===== src/design/led_ctrl_pkg.sv =====
// Constants, register map and carrier types of the port status lamp controller.
// Assumes a 250 MHz pclk domain and an APB master with 32-bit data.
package led_ctrl_pkg;
  // ----------------------------------------
  // Port counts and activity vector layout
  // ----------------------------------------
  localparam int N_CU = 4;
  localparam int N_FX = 4;
  localparam int N_GC = 2;
  localparam int N_GF = 2;
  localparam int N_ACT = 12;
  localparam int ACT_CU = 0;
  localparam int ACT_FX = 4;
  localparam int ACT_GC = 8;
  localparam int ACT_GF = 10;
  // ----------------------------------------
  // Register offsets
  // ----------------------------------------
  localparam logic [7:0] ADDR_CU_CTRL = 8'h00;
  localparam logic [7:0] ADDR_GIG_CTRL = 8'h04;
  localparam logic [7:0] ADDR_STATUS = 8'h08;
  localparam logic [7:0] ADDR_IRQ_STAT = 8'h0c;
  localparam logic [7:0] ADDR_IRQ_MASK = 8'h10;
  // ----------------------------------------
  // Field positions
  // ----------------------------------------
  localparam int CU_AN_DIS_LSB = 0;
  localparam int CU_F100_LSB = 4;
  localparam int CU_FFULL_LSB = 8;
  localparam int CU_AX_DIS_LSB = 12;
  localparam int GF_MAN_LSB = 0;
  localparam int GC_MAN_LSB = 2;
  localparam int ST_CU_LSB = 0;
  localparam int ST_FX_LSB = 4;
  localparam int ST_GC_LSB = 8;
  localparam int ST_GF_LSB = 10;
  localparam int ST_TROUBLE = 12;
  localparam int ST_PD_LSB = 16;
  localparam int ST_CU100_LSB = 20;
  localparam int ST_CUFULL_LSB = 24;
  localparam int IRQ_W = 13;
  // ----------------------------------------
  // Reset values
  // ----------------------------------------
  localparam logic [15:0] CU_CTRL_RST = 16'h0000;
  localparam logic [3:0] GIG_CTRL_RST = 4'h0;
  localparam logic [12:0] IRQ_MASK_RST = 13'h0000;
  // ----------------------------------------
  // Gigabit copper speed code
  // ----------------------------------------
  localparam logic [1:0] SPD_10 = 2'h0;
  localparam logic [1:0] SPD_100 = 2'h1;
  localparam logic [1:0] SPD_1000 = 2'h2;
  // ----------------------------------------
  // Timing
  // ----------------------------------------
  localparam int CLK_MHZ = 250;
  localparam int BLINK_HALF_US = 40000;
  localparam int BLINK_HALF_CYC = BLINK_HALF_US * CLK_MHZ;
  localparam int BLINK_CNT_W = 24;
  // ----------------------------------------
  // Carrier types
  // ----------------------------------------
  typedef struct packed {
    logic link;
    logic spd100;
    logic rx_act;
    logic partner_an;
    logic partner_100;
    logic partner_full;
    logic idle_100;
  } copper_phy_t;
  typedef struct packed {
    logic link;
    logic full;
    logic rx_act;
  } fibre100_t;
  typedef struct packed {
    logic link;
    logic [1:0] speed;
    logic rx_act;
  } gig_cu_t;
  typedef struct packed {
    logic link;
    logic rx_act;
  } gig_fx_t;
  typedef struct packed {
    logic sig_ok;
    logic drawing;
  } poe_port_t;
endpackage


===== src/design/port_status_led_controller.sv =====
// Port status lamp controller: lamps, PoE power enables, copper negotiation.
// Assumes all PHY and PoE status pins are asynchronous to pclk.
//
// Implementation choices: the APB register port and the register addresses.
`timescale 1ns/100ps
// Function
// - Copper port lamp steady on 10/100 link
// - Lamps blink on receive, not transmit
// - Gigabit copper 1000: upper lamp only
// - Gigabit copper 10: lower lamp only
// - Gigabit copper 100: both lamps
// - Fibre 100 lamp: link on, receive blink
// - Fibre 100 duplex lamp on when full
// - Gigabit fibre lamp: link on, receive blink
// - PD lamp only while device draws power
// - Non-PoE device: lamp off, no power
// - No PoE input power: all PD lamps on
// - Data path independent of PoE state
// - Copper default auto; software may force
// - Gigabit fibre leaves reset in auto
// - Gigabit copper defaults to automatic speed
// - Non-negotiating partner: idle speed, half duplex
module port_status_led_controller #(
  parameter int BLINK_HALF = led_ctrl_pkg::BLINK_HALF_CYC
) (
  input wire logic pclk, // Switch logic clock
  input wire logic presetn, // Async reset
  input wire logic clk_en, // Freezes all state when low
  input wire logic psel, // APB select
  input wire logic penable, // APB enable
  input wire logic pwrite, // APB direction
  input wire logic [7:0] paddr, // APB byte address
  input wire logic [31:0] pwdata, // APB write data
  output logic [31:0] prdata, // APB read data
  output logic pready, // APB ready
  output logic pslverr, // APB error
  input wire led_ctrl_pkg::copper_phy_t [3:0] cu_phy, // Copper 10/100 PHY status
  input wire led_ctrl_pkg::fibre100_t [3:0] fx_phy, // Fibre 100 status
  input wire led_ctrl_pkg::gig_cu_t [1:0] gc_phy, // Gigabit copper status
  input wire led_ctrl_pkg::gig_fx_t [1:0] gf_phy, // Gigabit fibre status
  input wire led_ctrl_pkg::poe_port_t [3:0] poe_in, // PoE detection per port
  input wire logic poe_input_ok, // PoE input power present
  output logic [3:0] cu_led, // Copper link/activity lamps
  output logic [3:0] pd_led, // Powered-device lamps
  output logic [3:0] poe_pwr_en, // PoE power sourcing enables
  output logic [1:0] gc_led_top, // Gigabit copper upper lamps
  output logic [1:0] gc_led_bot, // Gigabit copper lower lamps
  output logic [3:0] fx_la_led, // Fibre 100 link/activity lamps
  output logic [3:0] fx_fd_led, // Fibre 100 duplex lamps
  output logic [1:0] gf_led, // Gigabit fibre lamps
  output logic [3:0] cu_an_en, // Copper negotiation enables
  output logic [3:0] automatic_crossover, // Copper crossover enables
  output logic [3:0] cu_mode_100, // Copper resolved speed 100
  output logic [3:0] cu_mode_full, // Copper resolved full duplex
  output logic [1:0] gc_auto, // Gigabit copper auto speed
  output logic [1:0] gf_auto, // Gigabit fibre auto mode
  output logic irq // Level interrupt
);
  import led_ctrl_pkg::*;

  localparam logic [BLINK_CNT_W-1:0] BLINK_LAST = BLINK_CNT_W'(BLINK_HALF - 1);

  function automatic logic lamp(input logic on, input logic blink, input logic dark);
    lamp = on & ~(blink & dark);
  endfunction

  // ----------------------------------------
  // Input synchronisers
  // ----------------------------------------
  copper_phy_t [3:0] cu_s1_q, cu_q;
  fibre100_t [3:0] fx_s1_q, fx_q;
  gig_cu_t [1:0] gc_s1_q, gc_q;
  gig_fx_t [1:0] gf_s1_q, gf_q;
  poe_port_t [3:0] poe_s1_q, poe_q;
  logic pin_ok_s1_q, pin_ok_q;

  always_ff @(posedge pclk or negedge presetn) begin
    if (!presetn) begin
      cu_s1_q <= '0;
      cu_q <= '0;
      fx_s1_q <= '0;
      fx_q <= '0;
      gc_s1_q <= '0;
      gc_q <= '0;
      gf_s1_q <= '0;
      gf_q <= '0;
      poe_s1_q <= '0;
      poe_q <= '0;
    end else if (clk_en) begin
      cu_s1_q <= cu_phy;
      cu_q <= cu_s1_q;
      fx_s1_q <= fx_phy;
      fx_q <= fx_s1_q;
      gc_s1_q <= gc_phy;
      gc_q <= gc_s1_q;
      gf_s1_q <= gf_phy;
      gf_q <= gf_s1_q;
      poe_s1_q <= poe_in;
      poe_q <= poe_s1_q;
    end
  end

  // Power-good sync resets to present, so neither a false trouble
  // event nor a flash of every PD lamp follows reset
  always_ff @(posedge pclk or negedge presetn) begin
    if (!presetn) begin
      pin_ok_s1_q <= 1'b1;
      pin_ok_q <= 1'b1;
    end else if (clk_en) begin
      pin_ok_s1_q <= poe_input_ok;
      pin_ok_q <= pin_ok_s1_q;
    end
  end

  // ----------------------------------------
  // Blink timer
  // ----------------------------------------
  logic [BLINK_CNT_W-1:0] blink_cnt_q;
  logic dark_q;
  logic period_start;

  assign period_start = clk_en && (blink_cnt_q == BLINK_LAST) && dark_q;

  always_ff @(posedge pclk or negedge presetn) begin
    if (!presetn) begin
      blink_cnt_q <= '0;
      dark_q <= 1'b0;
    end else if (clk_en) begin
      if (blink_cnt_q == BLINK_LAST) begin
        blink_cnt_q <= '0;
        dark_q <= ~dark_q;
      end else begin
        blink_cnt_q <= blink_cnt_q + 1'b1;
      end
    end
  end

  // ----------------------------------------
  // Receive activity stretching
  // ----------------------------------------
  logic [N_ACT-1:0] act_now, link_now;
  logic [N_ACT-1:0] act_seen_q, blinking_q;

  always_comb begin
    for (int i = 0; i < N_CU; i++) begin
      act_now[ACT_CU+i] = cu_q[i].rx_act;
      link_now[ACT_CU+i] = cu_q[i].link;
    end
    for (int i = 0; i < N_FX; i++) begin
      act_now[ACT_FX+i] = fx_q[i].rx_act;
      link_now[ACT_FX+i] = fx_q[i].link;
    end
    for (int i = 0; i < N_GC; i++) begin
      act_now[ACT_GC+i] = gc_q[i].rx_act;
      link_now[ACT_GC+i] = gc_q[i].link;
    end
    for (int i = 0; i < N_GF; i++) begin
      act_now[ACT_GF+i] = gf_q[i].rx_act;
      link_now[ACT_GF+i] = gf_q[i].link;
    end
  end

  // Activity held until the next full period, so a single frame is visible
  always_ff @(posedge pclk or negedge presetn) begin
    if (!presetn) begin
      act_seen_q <= '0;
      blinking_q <= '0;
    end else if (clk_en) begin
      if (period_start) begin
        blinking_q <= act_seen_q | act_now;
        act_seen_q <= act_now;
      end else begin
        act_seen_q <= act_seen_q | act_now;
      end
    end
  end

  // ----------------------------------------
  // Registers
  // ----------------------------------------
  logic [15:0] cu_ctrl_q;
  logic [3:0] gig_ctrl_q;
  logic [IRQ_W-1:0] irq_stat_q, irq_mask_q, irq_ev;
  logic [IRQ_W-1:0] link_prev_q;
  logic trouble;
  logic wr_fire, acc;
  logic [31:0] status_word;

  assign trouble = ~pin_ok_q;
  assign acc = psel && penable;
  assign wr_fire = clk_en && acc && pready && pwrite;

  always_ff @(posedge pclk or negedge presetn) begin
    if (!presetn) begin
      cu_ctrl_q <= CU_CTRL_RST;
      gig_ctrl_q <= GIG_CTRL_RST;
      irq_mask_q <= IRQ_MASK_RST;
    end else if (wr_fire) begin
      case (paddr)
        ADDR_CU_CTRL: cu_ctrl_q <= pwdata[15:0];
        ADDR_GIG_CTRL: gig_ctrl_q <= pwdata[3:0];
        ADDR_IRQ_MASK: irq_mask_q <= pwdata[IRQ_W-1:0];
        default: ;
      endcase
    end
  end

  // Link changes and PoE trouble onset are the interrupt events
  always_comb begin
    irq_ev = {trouble, link_now} ^ link_prev_q;
    irq_ev[ST_TROUBLE] = trouble & ~link_prev_q[ST_TROUBLE];
  end

  always_ff @(posedge pclk or negedge presetn) begin
    if (!presetn) begin
      irq_stat_q <= '0;
      link_prev_q <= '0;
    end else if (clk_en) begin
      link_prev_q <= {trouble, link_now};
      if (wr_fire && paddr == ADDR_IRQ_STAT) begin
        irq_stat_q <= (irq_stat_q & ~pwdata[IRQ_W-1:0]) | irq_ev;
      end else begin
        irq_stat_q <= irq_stat_q | irq_ev;
      end
    end
  end

  always_comb begin
    status_word = '0;
    status_word[ST_CU_LSB +: N_CU] = link_now[ACT_CU +: N_CU];
    status_word[ST_FX_LSB +: N_FX] = link_now[ACT_FX +: N_FX];
    status_word[ST_GC_LSB +: N_GC] = link_now[ACT_GC +: N_GC];
    status_word[ST_GF_LSB +: N_GF] = link_now[ACT_GF +: N_GF];
    status_word[ST_TROUBLE] = trouble;
    status_word[ST_PD_LSB +: N_CU] = poe_pwr_en;
    status_word[ST_CU100_LSB +: N_CU] = cu_mode_100;
    status_word[ST_CUFULL_LSB +: N_CU] = cu_mode_full;
  end

  // ----------------------------------------
  // APB answer, one wait state
  // ----------------------------------------
  always_ff @(posedge pclk or negedge presetn) begin
    if (!presetn) begin
      pready <= 1'b0;
      prdata <= '0;
      pslverr <= 1'b0;
    end else if (clk_en) begin
      pready <= acc && !pready;
      if (acc && !pready) begin
        pslverr <= 1'b0;
        case (paddr)
          ADDR_CU_CTRL: prdata <= {16'h0000, cu_ctrl_q};
          ADDR_GIG_CTRL: prdata <= {28'h0000000, gig_ctrl_q};
          ADDR_STATUS: prdata <= status_word;
          ADDR_IRQ_STAT: prdata <= {19'h00000, irq_stat_q};
          ADDR_IRQ_MASK: prdata <= {19'h00000, irq_mask_q};
          default: begin
            prdata <= '0;
            pslverr <= 1'b1;
          end
        endcase
      end else begin
        prdata <= '0;
        pslverr <= 1'b0;
      end
    end
  end

  // ----------------------------------------
  // Interrupt line
  // ----------------------------------------
  always_ff @(posedge pclk or negedge presetn) begin
    if (!presetn) begin
      irq <= 1'b0;
    end else if (clk_en) begin
      irq <= |(irq_stat_q & irq_mask_q);
    end
  end

  // ----------------------------------------
  // Copper, gigabit copper and gigabit fibre negotiation control
  // ----------------------------------------
  always_ff @(posedge pclk or negedge presetn) begin
    if (!presetn) begin
      cu_an_en <= '0;
      automatic_crossover <= '0;
      cu_mode_100 <= '0;
      cu_mode_full <= '0;
      gc_auto <= '0;
      gf_auto <= '0;
    end else if (clk_en) begin
      cu_an_en <= ~cu_ctrl_q[CU_AN_DIS_LSB +: N_CU];
      automatic_crossover <= ~cu_ctrl_q[CU_AX_DIS_LSB +: N_CU];
      gc_auto <= ~gig_ctrl_q[GC_MAN_LSB +: N_GC];
      gf_auto <= ~gig_ctrl_q[GF_MAN_LSB +: N_GF];
      for (int i = 0; i < N_CU; i++) begin
        if (cu_ctrl_q[CU_AN_DIS_LSB+i]) begin
          cu_mode_100[i] <= cu_ctrl_q[CU_F100_LSB+i];
          cu_mode_full[i] <= cu_ctrl_q[CU_FFULL_LSB+i];
        end else if (cu_q[i].partner_an) begin
          cu_mode_100[i] <= cu_q[i].partner_100;
          cu_mode_full[i] <= cu_q[i].partner_full;
        end else begin
          cu_mode_100[i] <= cu_q[i].idle_100;
          cu_mode_full[i] <= 1'b0;
        end
      end
    end
  end

  // ----------------------------------------
  // Lamps and PoE power
  // ----------------------------------------
  always_ff @(posedge pclk or negedge presetn) begin
    if (!presetn) begin
      cu_led <= '0;
      fx_la_led <= '0;
      fx_fd_led <= '0;
      gf_led <= '0;
      gc_led_top <= '0;
      gc_led_bot <= '0;
    end else if (clk_en) begin
      // Lamps follow link, receive, fibre duplex and gigabit speed only; PoE state never enters here
      for (int i = 0; i < N_CU; i++) begin
        cu_led[i] <= lamp(cu_q[i].link, blinking_q[ACT_CU+i], dark_q);
      end
      for (int i = 0; i < N_FX; i++) begin
        fx_la_led[i] <= lamp(fx_q[i].link, blinking_q[ACT_FX+i], dark_q);
        fx_fd_led[i] <= fx_q[i].link & fx_q[i].full;
      end
      for (int i = 0; i < N_GF; i++) begin
        gf_led[i] <= lamp(gf_q[i].link, blinking_q[ACT_GF+i], dark_q);
      end
      for (int i = 0; i < N_GC; i++) begin
        case (gc_q[i].speed)
          SPD_1000: begin
            gc_led_top[i] <= lamp(gc_q[i].link, blinking_q[ACT_GC+i], dark_q);
            gc_led_bot[i] <= 1'b0;
          end
          SPD_10: begin
            gc_led_top[i] <= 1'b0;
            gc_led_bot[i] <= lamp(gc_q[i].link, blinking_q[ACT_GC+i], dark_q);
          end
          SPD_100: begin
            gc_led_top[i] <= lamp(gc_q[i].link, blinking_q[ACT_GC+i], dark_q);
            gc_led_bot[i] <= lamp(gc_q[i].link, blinking_q[ACT_GC+i], dark_q);
          end
          default: begin
            gc_led_top[i] <= 1'b0;
            gc_led_bot[i] <= 1'b0;
          end
        endcase
      end
    end
  end

  always_ff @(posedge pclk or negedge presetn) begin
    if (!presetn) begin
      poe_pwr_en <= '0;
      pd_led <= '0;
    end else if (clk_en) begin
      for (int i = 0; i < N_CU; i++) begin
        poe_pwr_en[i] <= pin_ok_q & poe_q[i].sig_ok;
        if (trouble) begin
          pd_led[i] <= 1'b1;
        end else begin
          pd_led[i] <= poe_pwr_en[i] & poe_q[i].drawing;
        end
      end
    end
  end

endmodule


===== config.mk =====
export PLATFORM = sky130hd
export DESIGN_NAME = port_status_led_controller
export DESIGN_NICKNAME = d
export VERILOG_FILES = /design/src/design/led_ctrl_pkg.sv /design/src/design/port_status_led_controller.sv
export SDC_FILE = /design/constraint.sdc
export NUM_CORES = 1
export LEC_CHECK = 0
export BUFFER_PORTS_ARGS = -buffer_cell sky130_fd_sc_hd__buf_2
export CORE_AREA = 2 2 180 182
export DETAILED_ROUTE_END_ITERATION = 10
export DIE_AREA = 0 0 182 184
export PLACE_DENSITY = 0.56
export SLEW_MARGIN = 20
export SYNTH_ARGS = -nofsm -noshare
export SYNTH_HDL_FRONTEND = slang
export SYNTH_SLANG_ARGS = --single-unit
export TNS_END_PERCENT = 1

===== constraint.sdc =====
create_clock -name pclk -period 4.8 [get_ports pclk]
set_clock_uncertainty 0.15 [all_clocks]
set_input_delay 0.96 -clock pclk [delete_from_list [all_inputs] [get_ports pclk]]
set_output_delay 0.96 -clock pclk [all_outputs]
set_load 0.05 [all_outputs]

==> summary.txt, run 1 <==
Synth
  – Register area share after synthesis: approximately 60%
  – Top post-synthesis cells by area: dfrtp_1 59%, mux2_2 13%, o21ai_0 3.1%
  – Post-Synthesis Cells: 996
  – Number of flops mapped to enable cells by yosys: 0
  – Yosys top cell by area: dfrtp_1
  – Number of synthesis warnings: 0
  – Synth Flop Type: dfrtp_1
  – Cell Area, Synth: 12500 um2
  – Distinct cells, synth: between 50 and 60
  – Synthesized area per cell: around 13 um2
  – Ys async rst share: 100%
  – Yosys top cell area share: 59.5%
  – FF+latch count, synth: 299

Hold path
  – Endpoint, Worst Hold: irq_stat_q[12]
  – Hold-critical path depth: 1
  – Min-delay src: link_prev_q[12]
  – Min-Delay Path Class: flop to flop

Final layout
  – Fraction of layout cells with a size suffix above 1: 34.2%
  – Post-route cell area: 14700 um2
  – Fillers: 2911
  – Antenna cells: 0
  – Sequential standard cell area: 7480 um2
  – Area growth syn-to-layout: 17.9%
  – Layout Cells excl Fill: 1585
  – Final net count: 1272
  – Area of the multi-input gates: between 4000 and 5000 um2

Run status
  – Outcome: finished clean

STA
  – Final worst path period need: just under 3 ns
  – Total negative slack: 0 ns
  – Max Slew Vio Count: 0
  – Worst relative slew slack: 29.2%
  – # setup viols final: 0
  – RSZ-0062 raised after global routing: false
  – Worst Max-Slew Pin Slew: 1.06 ns
  – Hold violation count in the final report: 0
  – Hold slack: 0.317 ns
  – Period utilisation layout: 62.1%
  – Max Clk Rate: 0.336 GHz

Worst setup path
  – CP Data Required Time: around 5 ns
  – Reg2reg setup slack: about 2.5 ns
  – CP Launch Type: input pin
  – CP arrival: 3.21 ns
  – Crit end category: flop
  – Reg2Reg Launch Point: blink_cnt_q[0]
  – Crit-path max FO: between 80 and 90
  – Worst r2r path cells: 6
  – Crit Path Class: input pin to flop
  – Reg2reg end: act_seen_q[11]

Drt
  – DRT Pass-1 Iters: 5
  – DR iter-0 viols: 470
  – Via count: 8055
  – Antenna-violating nets left: 0
  – Overall routed net length: 27.9 mm
  – Drt drc: 0
  – Vias per Instance: between 5 and 6
  – WL/cell: approximately 18 um

Die
  – Die area: 33500 um2
  – Cell Rows: 65
  – Core area: 31400 um2
  – Die H: 184 um
  – # IOs: roughly 190
  – Die X: about 180 um
  – Initial core utilization: ~40%

Global routing
  – Initial antenna violation count: 0
  – Number of global-route vias before repair: 8218
  – First-pass GRT wire length: 45.8 mm
  – Largest net degree at the start of global routing: 113
  – GR Overflow Total: 0
  – Total track usage: 17.2%

CTS
  – H-tree lvl count: 2
  – # hold bufs at CTS: 0
  – Sink Count: 299
  – Clock-pin slew on the worst setup and hold paths: 0.06 ns
  – CTS Root Cell: clkbuf_16
  – CTS Buffer Depth: 3
  – Worst skew pair latency: 0.50 ns
  – Num CTS Buffers: 34
  – CTS tree: done
  – Post-CTS Resized: 0
  – Postcts setup bufs: 0

Place
  – Routability congestion estimate: 0.790
  – Port Buffer Count: 163
  – Placed Area: 13700 um2
  – DP Cell Count: 1526
  – DP HPWL: between 15 and 20 mm

Power and ir drop
  – Worst IR Drop VDD: ~0.25 mV
  – Power Density: 404 nW/um2
  – Leakage: 6.81 nW

Run
  – Max_cap viols: 0
-- metal layers --
layer / global-route usage [%] / vias up / wire length (um)
li1: - / 3814 / -
met1: 24.8 / 4028 / 13100
met2: 27.0 / 174 / 13100
met3: 2.99 / 39 / 1140
met4: 4.68 / 0 / 593
met5: 0 / - / 0
-- cell type report --
| cell class | count | area share (%) |
|---|---|---|
| repair buffers | 178 | 6.51 |
| flip-flops and latches | 299 | 50.8 |
| inverters | 64 | 1.63 |
| clock inverters | 12 | 0.450 |
| well taps | 402 | 3.41 |
| multi-input cells | 583 | 30.7 |
| clock buffers | 47 | 6.45 |
-- stage by stage --
| step | total power (W) | worst slack (ns) | utilization (%) |
|---|---|---|---|
| 4_1_cts | 0.00605 | 1.82 | 46.9 |
| 5_1_grt | 0.00625 | 1.68 | 46.9 |
| 6_report | 0.00595 | 1.82 | 46.9 |
| 2_1_floorplan | 0.00338 | 2.10 | - |
| 3_3_place_gp | 0.00362 | 1.32 | 43.7 |
| 3_5_place_dp | 0.00364 | 1.31 | 43.7 |
-- kinds of logic after synthesis --
kind of cell               synth area share [%]
AOI/OAI and AO/OA                          8.40
DFF                                        59.9
and+or+nand+nor                            8.03
buffers and inverters                      4.00
other                                    0.0300
muxes                                      16.9
adders and majority gates                 0.501
xor gates and xnor gates                   2.24
-- sequential cells by signal (all words and copies together) (netlist names), 6 cells and up --
name and cells:
act_now 12, act_seen_q 12, blink_cnt_q 24, blinking_q 12
cu_ctrl_q 16, cu_q 20, cu_s1_q 24, fx_q 8
fx_s1_q 12, gc_q 6, gc_s1_q 8, irq_mask_q 13
irq_stat_q 13, link_prev_q 13, poe_q 8, poe_s1_q 8
prdata 28
-- cells in the final DEF, fill, tap and decap left out, types with 4 or more instances in the layout --
cell       Yosys  final
a21oi_1       18     18
a22o_1        28     28
a22oi_1       10     10
a31oi_1        4      4
and2_0         6      6
and4_1         4      4
buf_2          3    161
buf_4          5     14
clkbuf_1      34      9
clkbuf_16      0     35
clkbuf_8       0      4
clkinv_2       0     10
conb_1         1      4
dfrtp_1      297    297
ha_1           5      5
inv_1         64     63
mux2_2       149    149
mux2_4         9      9
mux2i_1       20     20
mux4_2         4      4
nand2_1       49     49
nand3_1       29     29
nand3b_1      12     12
nand4_1       11     11
nor2_1        38     38
nor3_1         7      6
o211ai_1      12     12
o21ai_0       78     78
o21ai_1       10     10
or2_2          4      4
or4_1          6      6
xnor2_1       29     29
-- synthesized netlist by cell type (all sizes together), types with 7 or more instances --
cell type	instances
xnor2	29
nand2	49
buf	19
o21ai	88
nand3b	12
dfrtp	297
inv	64
nand4	11
nor3	8
a21oi	18
nor2	38
o211ai	12
mux2	159
a22o	28
or4	7
a22oi	10
nand3	29
mux2i	20
clkbuf	34
-- power breakdown --
part | switching, W | internal [W]
Sequential | 0.000180 | 0.00273
Combinational | 0.000391 | 0.000278
Clock | 0.000985 | 0.00139
-- worst max-delay path by stage --
stage,startpoint,end,slack [ns],cells after the start
after floorplan,paddr[5],cu_ctrl_q[14],2.10,6
after detailed placement,clk_en,fx_s1_q[8],1.31,4
after CTS,clk_en,fx_q[8],1.82,4
after global placement,clk_en,fx_s1_q[8],1.32,4
final,clk_en,fx_q[8],1.82,4
after global routing,clk_en,fx_q[8],1.68,4
-- critical path, stage by stage --
cell      delay (ns)
clkbuf_8        0.32
buf_4           0.81
buf_4           0.59
mux2_2          0.40
Note: power is estimated with default switching activity, not from simulation.
==> inputs of run 2 (changes only) <==
--- a/config.mk
+++ b/config.mk
@@ -9,7 +9,7 @@
 export CORE_AREA = 2 2 180 182
 export DETAILED_ROUTE_END_ITERATION = 10
 export DIE_AREA = 0 0 182 184
-export PLACE_DENSITY = 0.56
+export PLACE_DENSITY = 0.58
 export SLEW_MARGIN = 20
 export SYNTH_ARGS = -nofsm -noshare
 export SYNTH_HDL_FRONTEND = slang
==> constraint.sdc (replaced) <==
create_clock -name pclk -period 2.45 [get_ports pclk]
set_clock_uncertainty 0.15 [all_clocks]
set_input_delay 0.49 -clock pclk [delete_from_list [all_inputs] [get_ports pclk]]
set_output_delay 0.49 -clock pclk [all_outputs]
set_load 0.05 [all_outputs]
==> summary.txt, run 2 (synthesis gave the netlist of run 1 again) <==
Run status
  – Outcome: finished clean (unchanged)

CTS
  – CTS tree: done (unchanged)
  – Clock-pin slew on the worst setup and hold paths: 0.06 ns (about the same)
  – H-tree lvl count: 2 (unchanged)
  – Worst skew pair latency: 0.51 ns (was 0.50 ns)
  – CTS Buffer Depth: 3 (unchanged)
  – CTS Root Cell: clkbuf_16 (unchanged)
  – Sink Count: 299 (unchanged)
  – Num CTS Buffers: 34 (unchanged)
  – Post-CTS Resized: 0 (unchanged)

Power and ir drop
  – Comb power frac: 11.3% (was 11.2%)
  – Leakage: 6.99 nW (was 6.81 nW)
  – Clock Power Share: 41.1% (was 39.8%)
  – Reg power frac: 47.6% (was 48.9%)
  – Power Density: 796 nW/um2 (was 404 nW/um2)
  – P_sw: 0.00306 W (was 0.00156 W)
  – Internal: 0.00892 W (was 0.00439 W)
  – Worst IR Drop VDD: 0.545 mV (was 0.253 mV)
  – Net Sw Frac: 25.5% (was 26.1%)

Worst setup path
  – CP arrival: 2.44 ns (was 3.21 ns)
  – Crit end category: flop (unchanged)
  – Crit-path max FO: 24 (was 81)
  – CP Launch Type: flop (was input pin)
  – Worst r2r path cells: 5 (was 6)
  – Reg2reg setup slack: 0.24 ns (was 2.46 ns)
  – CP Data Required Time: 2.68 ns (was 5.03 ns)
  – Crit Path Class: flop to flop (was input pin to flop)

Drt
  – Overall routed net length: 28.0 mm (was 27.9 mm)
  – DR iter-0 viols: 446 (was 470)
  – Vias per Instance: 5.10 (was 5.08)
  – Via count: 8178 (was 8055)
  – WL/cell: 17.4 um (was 17.6 um)
  – Antenna-violating nets left: 0 (unchanged)
  – Drt drc: 0 (unchanged)
  – DRT Pass-1 Iters: 4 (was 5)

Final layout
  – Layout Cells excl Fill: 1605 (was 1585)
  – Fillers: 2902 (was 2911)
  – Post-Route Utilization: 48.0% (was 46.9%)
  – Most common cell after layout, fill and taps aside: dfrtp_1 (unchanged)
  – Area of the multi-input gates: 4530 um2 (about the same)
  – Post-route cell area: 15100 um2 (was 14700 um2)
  – Area growth syn-to-layout: 20.5% (was 17.9%)
  – Biggest regs: prdata x28, blink_cnt_q x24, cu_s1_q x24 (unchanged)
  – Antenna cells: 0 (unchanged)
  – Final net count: 1295 (was 1272)
  – Biggest register: prdata (unchanged)
  – Sequential standard cell area: 7480 um2 (unchanged)
  – Number of flip-flops in the largest register: 28 (unchanged)
  – Fraction of layout cells with a size suffix above 1: 35.4% (was 34.2%)
  – Most frequent cells in the layout: 297 x dfrtp_1, 161 x buf_2, 149 x mux2_2 (unchanged)

Place
  – DP Cell Count: 1548 (was 1526)
  – Placed Area: 14000 um2 (was 13700 um2)
  – DP HPWL: 19.2 mm (was 18.4 mm)
  – Routability congestion estimate: 0.844 (was 0.790)
  – Port Buffer Count: 163 (unchanged)

STA
  – Period utilisation layout: 90.2%
  – RSZ-0062 raised after global routing: false (unchanged)
  – Max Slew Vio Count: 0 (unchanged)
  – Hold slack: 0.0456 ns (was 0.317 ns)
  – Hold violation count in the final report: 0 (unchanged)
  – Total negative slack: 0 ns (unchanged)
  – Worst Max-Slew Pin Slew: 0.529 ns (was 1.06 ns)
  – Final worst path period need: 2.21 ns
  – Max Clk Rate: 0.453 GHz
  – Worst relative slew slack: 64.8% (was 29.2%)
  – # setup viols final: 0 (unchanged)

Die
  – Initial core utilization: 39.8% (unchanged)
  – Core area: 31400 um2 (unchanged)
  – Cell Rows: 65 (unchanged)
  – Die area: 33500 um2 (unchanged)
  – Die X: 182 um (unchanged)
  – Die H: 184 um (unchanged)
  – # IOs: 188 (unchanged)

Global routing
  – Initial antenna violation count: 0 (unchanged)
  – Number of global-route vias before repair: 8122 (was 8218)
  – First-pass GRT wire length: 45.4 mm (was 45.8 mm)
  – GR Overflow Total: 0 (unchanged)
  – Largest net degree at the start of global routing: 87 (was 113)
  – Total track usage: 17.1% (was 17.2%)

Hold path
  – Min-Delay Path Class: input pin to flop (was flop to flop)
  – Hold-critical path depth: 2 (was 1)

Run
  – Max_cap viols: 0 (unchanged)
## run 2: worst max-delay path: stages, from the launching register on
cell and delay (ns):
dfrtp_1 0.42, nand2_1 0.09, or4_1 0.50, or4_1 0.43
buf_4 0.27, a22o_1 0.22
## run 2: final cells by class
type	count	share of cell area, %
clock buffers	47	6.52
clock inverters	9	0.657
inverters	64	1.60
multi-input cells	583	30.1
flip-flops and latches	299	49.7
well taps	402	3.34
repair buffers	201	8.12
## run 2: power groups by stage
stage | sequential, W | clock, W | combinational [W]
final | 0.00570 | 0.00493 | 0.00135
after global routing | 0.00577 | 0.00528 | 0.00149
after CTS | 0.00571 | 0.00507 | 0.00138
after detailed placement | 0.00580 | 0 | 0.00137
after global placement | 0.00578 | 0 | 0.00135
after floorplan | 0.00594 | 0 | 0.000681
## run 2: worst paths after layout
path / startpoint / endpoint
setup / recovery: blink_cnt_q[9] / act_seen_q[2]
hold / removal: pwdata[14] / cu_ctrl_q[14]
setup reg to reg: blink_cnt_q[9] / act_seen_q[2]
hold reg to reg: link_prev_q[12] / irq_stat_q[12]
max in group asynchronous: presetn / pin_ok_s1_q
min in group asynchronous: presetn / fx_la_led[2]
## run 2: metrics by stage
step | setup WS, ns | total power [W]
5_1_grt | 0.116 | 0.0125
4_1_cts | 0.241 | 0.0122
2_1_floorplan | 0.222 | 0.00662
3_5_place_dp | -0.0185 | 0.00717
3_3_place_gp | -0.00199 | 0.00713
6_report | 0.240 | 0.0120
## run 2: timing repair
item / in CTS / in global routing
hold buffers: 1 / 0
endpoints found under the setup margin: 0 / 0
hold endpoints to repair: 52 / 0
setup buffers: 0 / 0
## run 2: metal layers
metal / vias to the layer above / GRT usage (%) / part of all wire (%) / routed length [um]
met3: 46 / 2.89 / 4.4 / 1240
li1: 3880 / - / - / -
met4: 0 / 4.81 / 2.2 / 612
met5: - / 0 / 0 / 0
met2: 178 / 26.2 / 45 / 12600
met1: 4074 / 25.1 / 48 / 13500
==> inputs of run 3 (changes only) <==
--- a/config.mk
+++ b/config.mk
@@ -9,7 +9,6 @@
 export CORE_AREA = 2 2 180 182
 export DETAILED_ROUTE_END_ITERATION = 10
 export DIE_AREA = 0 0 182 184
-export PLACE_DENSITY = 0.58
 export SLEW_MARGIN = 20
 export SYNTH_ARGS = -nofsm -noshare
 export SYNTH_HDL_FRONTEND = slang
==> summary.txt, run 3 (synthesis gave the netlist of run 1 again) <==
Global routing
  – Total track usage: 17.0% (was 17.1%)
  – GR Overflow Total: 0 (unchanged)
  – First-pass GRT wire length: 45.3 mm (was 45.4 mm)
  – Number of global-route vias before repair: 8215 (was 8122)
  – Initial antenna violation count: 0 (unchanged)
  – Largest net degree at the start of global routing: 115 (was 87)

Worst setup path
  – Crit-path max FO: 24 (unchanged)
  – Crit end category: flop (unchanged)
  – CP Data Required Time: 2.67 ns (was 2.68 ns)
  – Reg2Reg Launch Point: blink_cnt_q[15] (was blink_cnt_q[9])
  – Crit path cell chain: nor4bb_1 -> nand4_1 -> or4_1 -> buf_4 -> a22o_1 (was nand2_1 -> or4_1 -> or4_1 -> buf_4 -> a22o_1)
  – Max incr delay on CP: 0.48 ns (was 0.50 ns)
  – Reg2reg end: act_seen_q[1] (was act_seen_q[2])
  – CP Launch Type: flop (unchanged)
  – Worst r2r path cells: 5 (unchanged)
  – Crit Path Class: flop to flop (unchanged)
  – Crit path max-delay cell type: or4_1 (unchanged)
  – CP arrival: 2.42 ns (was 2.44 ns)
  – Reg2reg setup slack: 0.25 ns (was 0.24 ns)

CTS
  – Clock-pin slew on the worst setup and hold paths: 0.06 ns (about the same)
  – Worst skew pair latency: 0.50 ns (was 0.51 ns)
  – Num CTS Buffers: 35 (was 34)
  – Post-CTS Resized: 0 (unchanged)
  – H-tree lvl count: 2 (unchanged)
  – CTS Root Cell: clkbuf_16 (unchanged)
  – CTS tree: done (unchanged)
  – CTS Buffer Depth: 3 (unchanged)
  – Sink Count: 299 (unchanged)

Final layout
  – Post-Route Utilization: 48.0% (about the same)
  – Antenna cells: 0 (unchanged)
  – Biggest register: prdata (unchanged)
  – Most common cell after layout, fill and taps aside: dfrtp_1 (unchanged)
  – Number of flip-flops in the largest register: 28 (unchanged)
  – Sequential standard cell area: 7480 um2 (unchanged)
  – Fillers: 2864 (was 2902)
  – Area of the multi-input gates: 4530 um2 (unchanged)
  – Biggest regs: prdata x28, blink_cnt_q x24, cu_s1_q x24 (unchanged)
  – Layout Cells excl Fill: 1610 (was 1605)
  – Area growth syn-to-layout: 20.7% (was 20.5%)
  – Fraction of layout cells with a size suffix above 1: 35.5% (was 35.4%)
  – Most frequent cells in the layout: 297 x dfrtp_1, 161 x buf_2, 149 x mux2_2 (unchanged)
  – Final net count: 1297 (was 1295)

Place
  – DP HPWL: 18.9 mm (was 19.2 mm)
  – Port Buffer Count: 163 (unchanged)
  – DP Cell Count: 1549 (was 1548)
  – Routability congestion estimate: 0.797 (was 0.844)

Drt
  – Overall routed net length: 28.0 mm (about the same)
  – Vias per Instance: 5.11 (was 5.10)
  – Antenna-violating nets left: 0 (unchanged)
  – Via count: 8223 (was 8178)
  – Drt drc: 0 (unchanged)
  – WL/cell: 17.4 um (about the same)
  – DRT Pass-1 Iters: 5 (was 4)
  – DR iter-0 viols: 536 (was 446)

STA
  – Hold violation count in the final report: 0 (unchanged)
  – Max Slew Vio Count: 0 (unchanged)
  – Final worst path period need: 2.20 ns (was 2.21 ns)
  – # setup viols final: 0 (unchanged)
  – RSZ-0062 raised after global routing: false (unchanged)
  – Worst relative slew slack: 56.9% (was 64.8%)
  – Max Clk Rate: 0.454 GHz (was 0.453 GHz)
  – Total negative slack: 0 ns (unchanged)
  – Worst Max-Slew Pin Slew: 0.647 ns (was 0.529 ns)
  – Period utilisation layout: 89.9% (was 90.2%)

Die
  – Die area: 33500 um2 (unchanged)
  – # IOs: 188 (unchanged)
  – Initial core utilization: 39.8% (unchanged)
  – Die H: 184 um (unchanged)
  – Core area: 31400 um2 (unchanged)
  – Die X: 182 um (unchanged)
  – Cell Rows: 65 (unchanged)

Hold path
  – Min-Delay Path Class: input pin to flop (unchanged)
  – Hold-critical path depth: 2 (unchanged)
  – Endpoint, Worst Hold: cu_ctrl_q[14] (unchanged)
  – Min-delay src: pwdata[14] (unchanged)

Power and ir drop
  – Total chip power: 0.0119 W (was 0.0120 W)
  – Worst IR Drop VDD: 0.449 mV (was 0.545 mV)
  – Power Density: 791 nW/um2 (was 796 nW/um2)
  – Leakage: 7.00 nW (was 6.99 nW)

Run status
  – Outcome: finished clean (unchanged)

Run
  – Max_cap viols: 0 (unchanged)
## run 3: changes by cell type in the layout (fill, tap and decap cells not counted), sizes merged
cell | before | now
bufinv | 2 | 1
inv | 65 | 66
clkbuf | 48 | 49
buf | 199 | 200
clkinv | 6 | 8
clkinvlp | 0 | 1
## run 3: what timing repair did
action | in CTS | in global routing
hold endpoints to repair | 65 | 0
hold buffers | 1 | 0
setup buffers | 0 | 0
## run 3: worst max path at each step
stage                         start             end  depth (start not counted)
detailed placement         paddr[5]   gig_ctrl_q[0]                          6
floorplan                  paddr[5]   cu_ctrl_q[14]                          6
finish              blink_cnt_q[15]   act_seen_q[1]                          5
global route        blink_cnt_q[15]   act_seen_q[7]                          5
global placement           paddr[5]   gig_ctrl_q[1]                          6
CTS                  blink_cnt_q[9]  act_seen_q[11]                          5
## run 3: worst max-delay path: cells and delay by family (launching register included)
kind                   cells  cell delay (ns)
DFF                        1             0.44
and+or+nand+nor            3             0.98
AOI/OAI and AO/OA          1             0.23
buffers and inverters      1             0.25
## run 3: area by class of cell
class / count / share of cell area (%)
Inverter: 64 / 1.59
Multi-Input combinational cell: 583 / 30.0
Clock buffer: 48 / 6.46
Timing Repair Buffer: 202 / 8.32
Sequential cell: 299 / 49.6
Clock inverter: 12 / 0.655
Tap cell: 402 / 3.33
## run 3: per-stage QoR
| step | setup slack (ns) | hold slack (ns) | area, um2 |
|---|---|---|---|
| floorplan | 0.222 | 0.0444 | 12500 |
| global placement | 0.00330 | 0.300 | 14000 |
| detailed placement | 0.000822 | 0.309 | 14000 |
| CTS | 0.277 | 0.0312 | 15100 |
| global route | 0.194 | 0.0325 | 15100 |
| finish | 0.248 | 0.0486 | 15100 |
## run 3: metal layers
| metal | share of wire, % | vias to the layer above | track usage (%) |
|---|---|---|---|
| met2 | 46 | 170 | 26.7 |
| li1 | - | 3893 | - |
| met4 | 2.0 | 0 | 4.42 |
| met1 | 48 | 4112 | 24.6 |
| met3 | 3.9 | 48 | 2.77 |
| met5 | 0 | - | 0 |
## run 3: power breakdown
group	switching (W)	internal (W)	total (W)
clock	0.00197	0.00289	0.00486
combinational	0.000778	0.000579	0.00136
sequential	0.000354	0.00535	0.00571
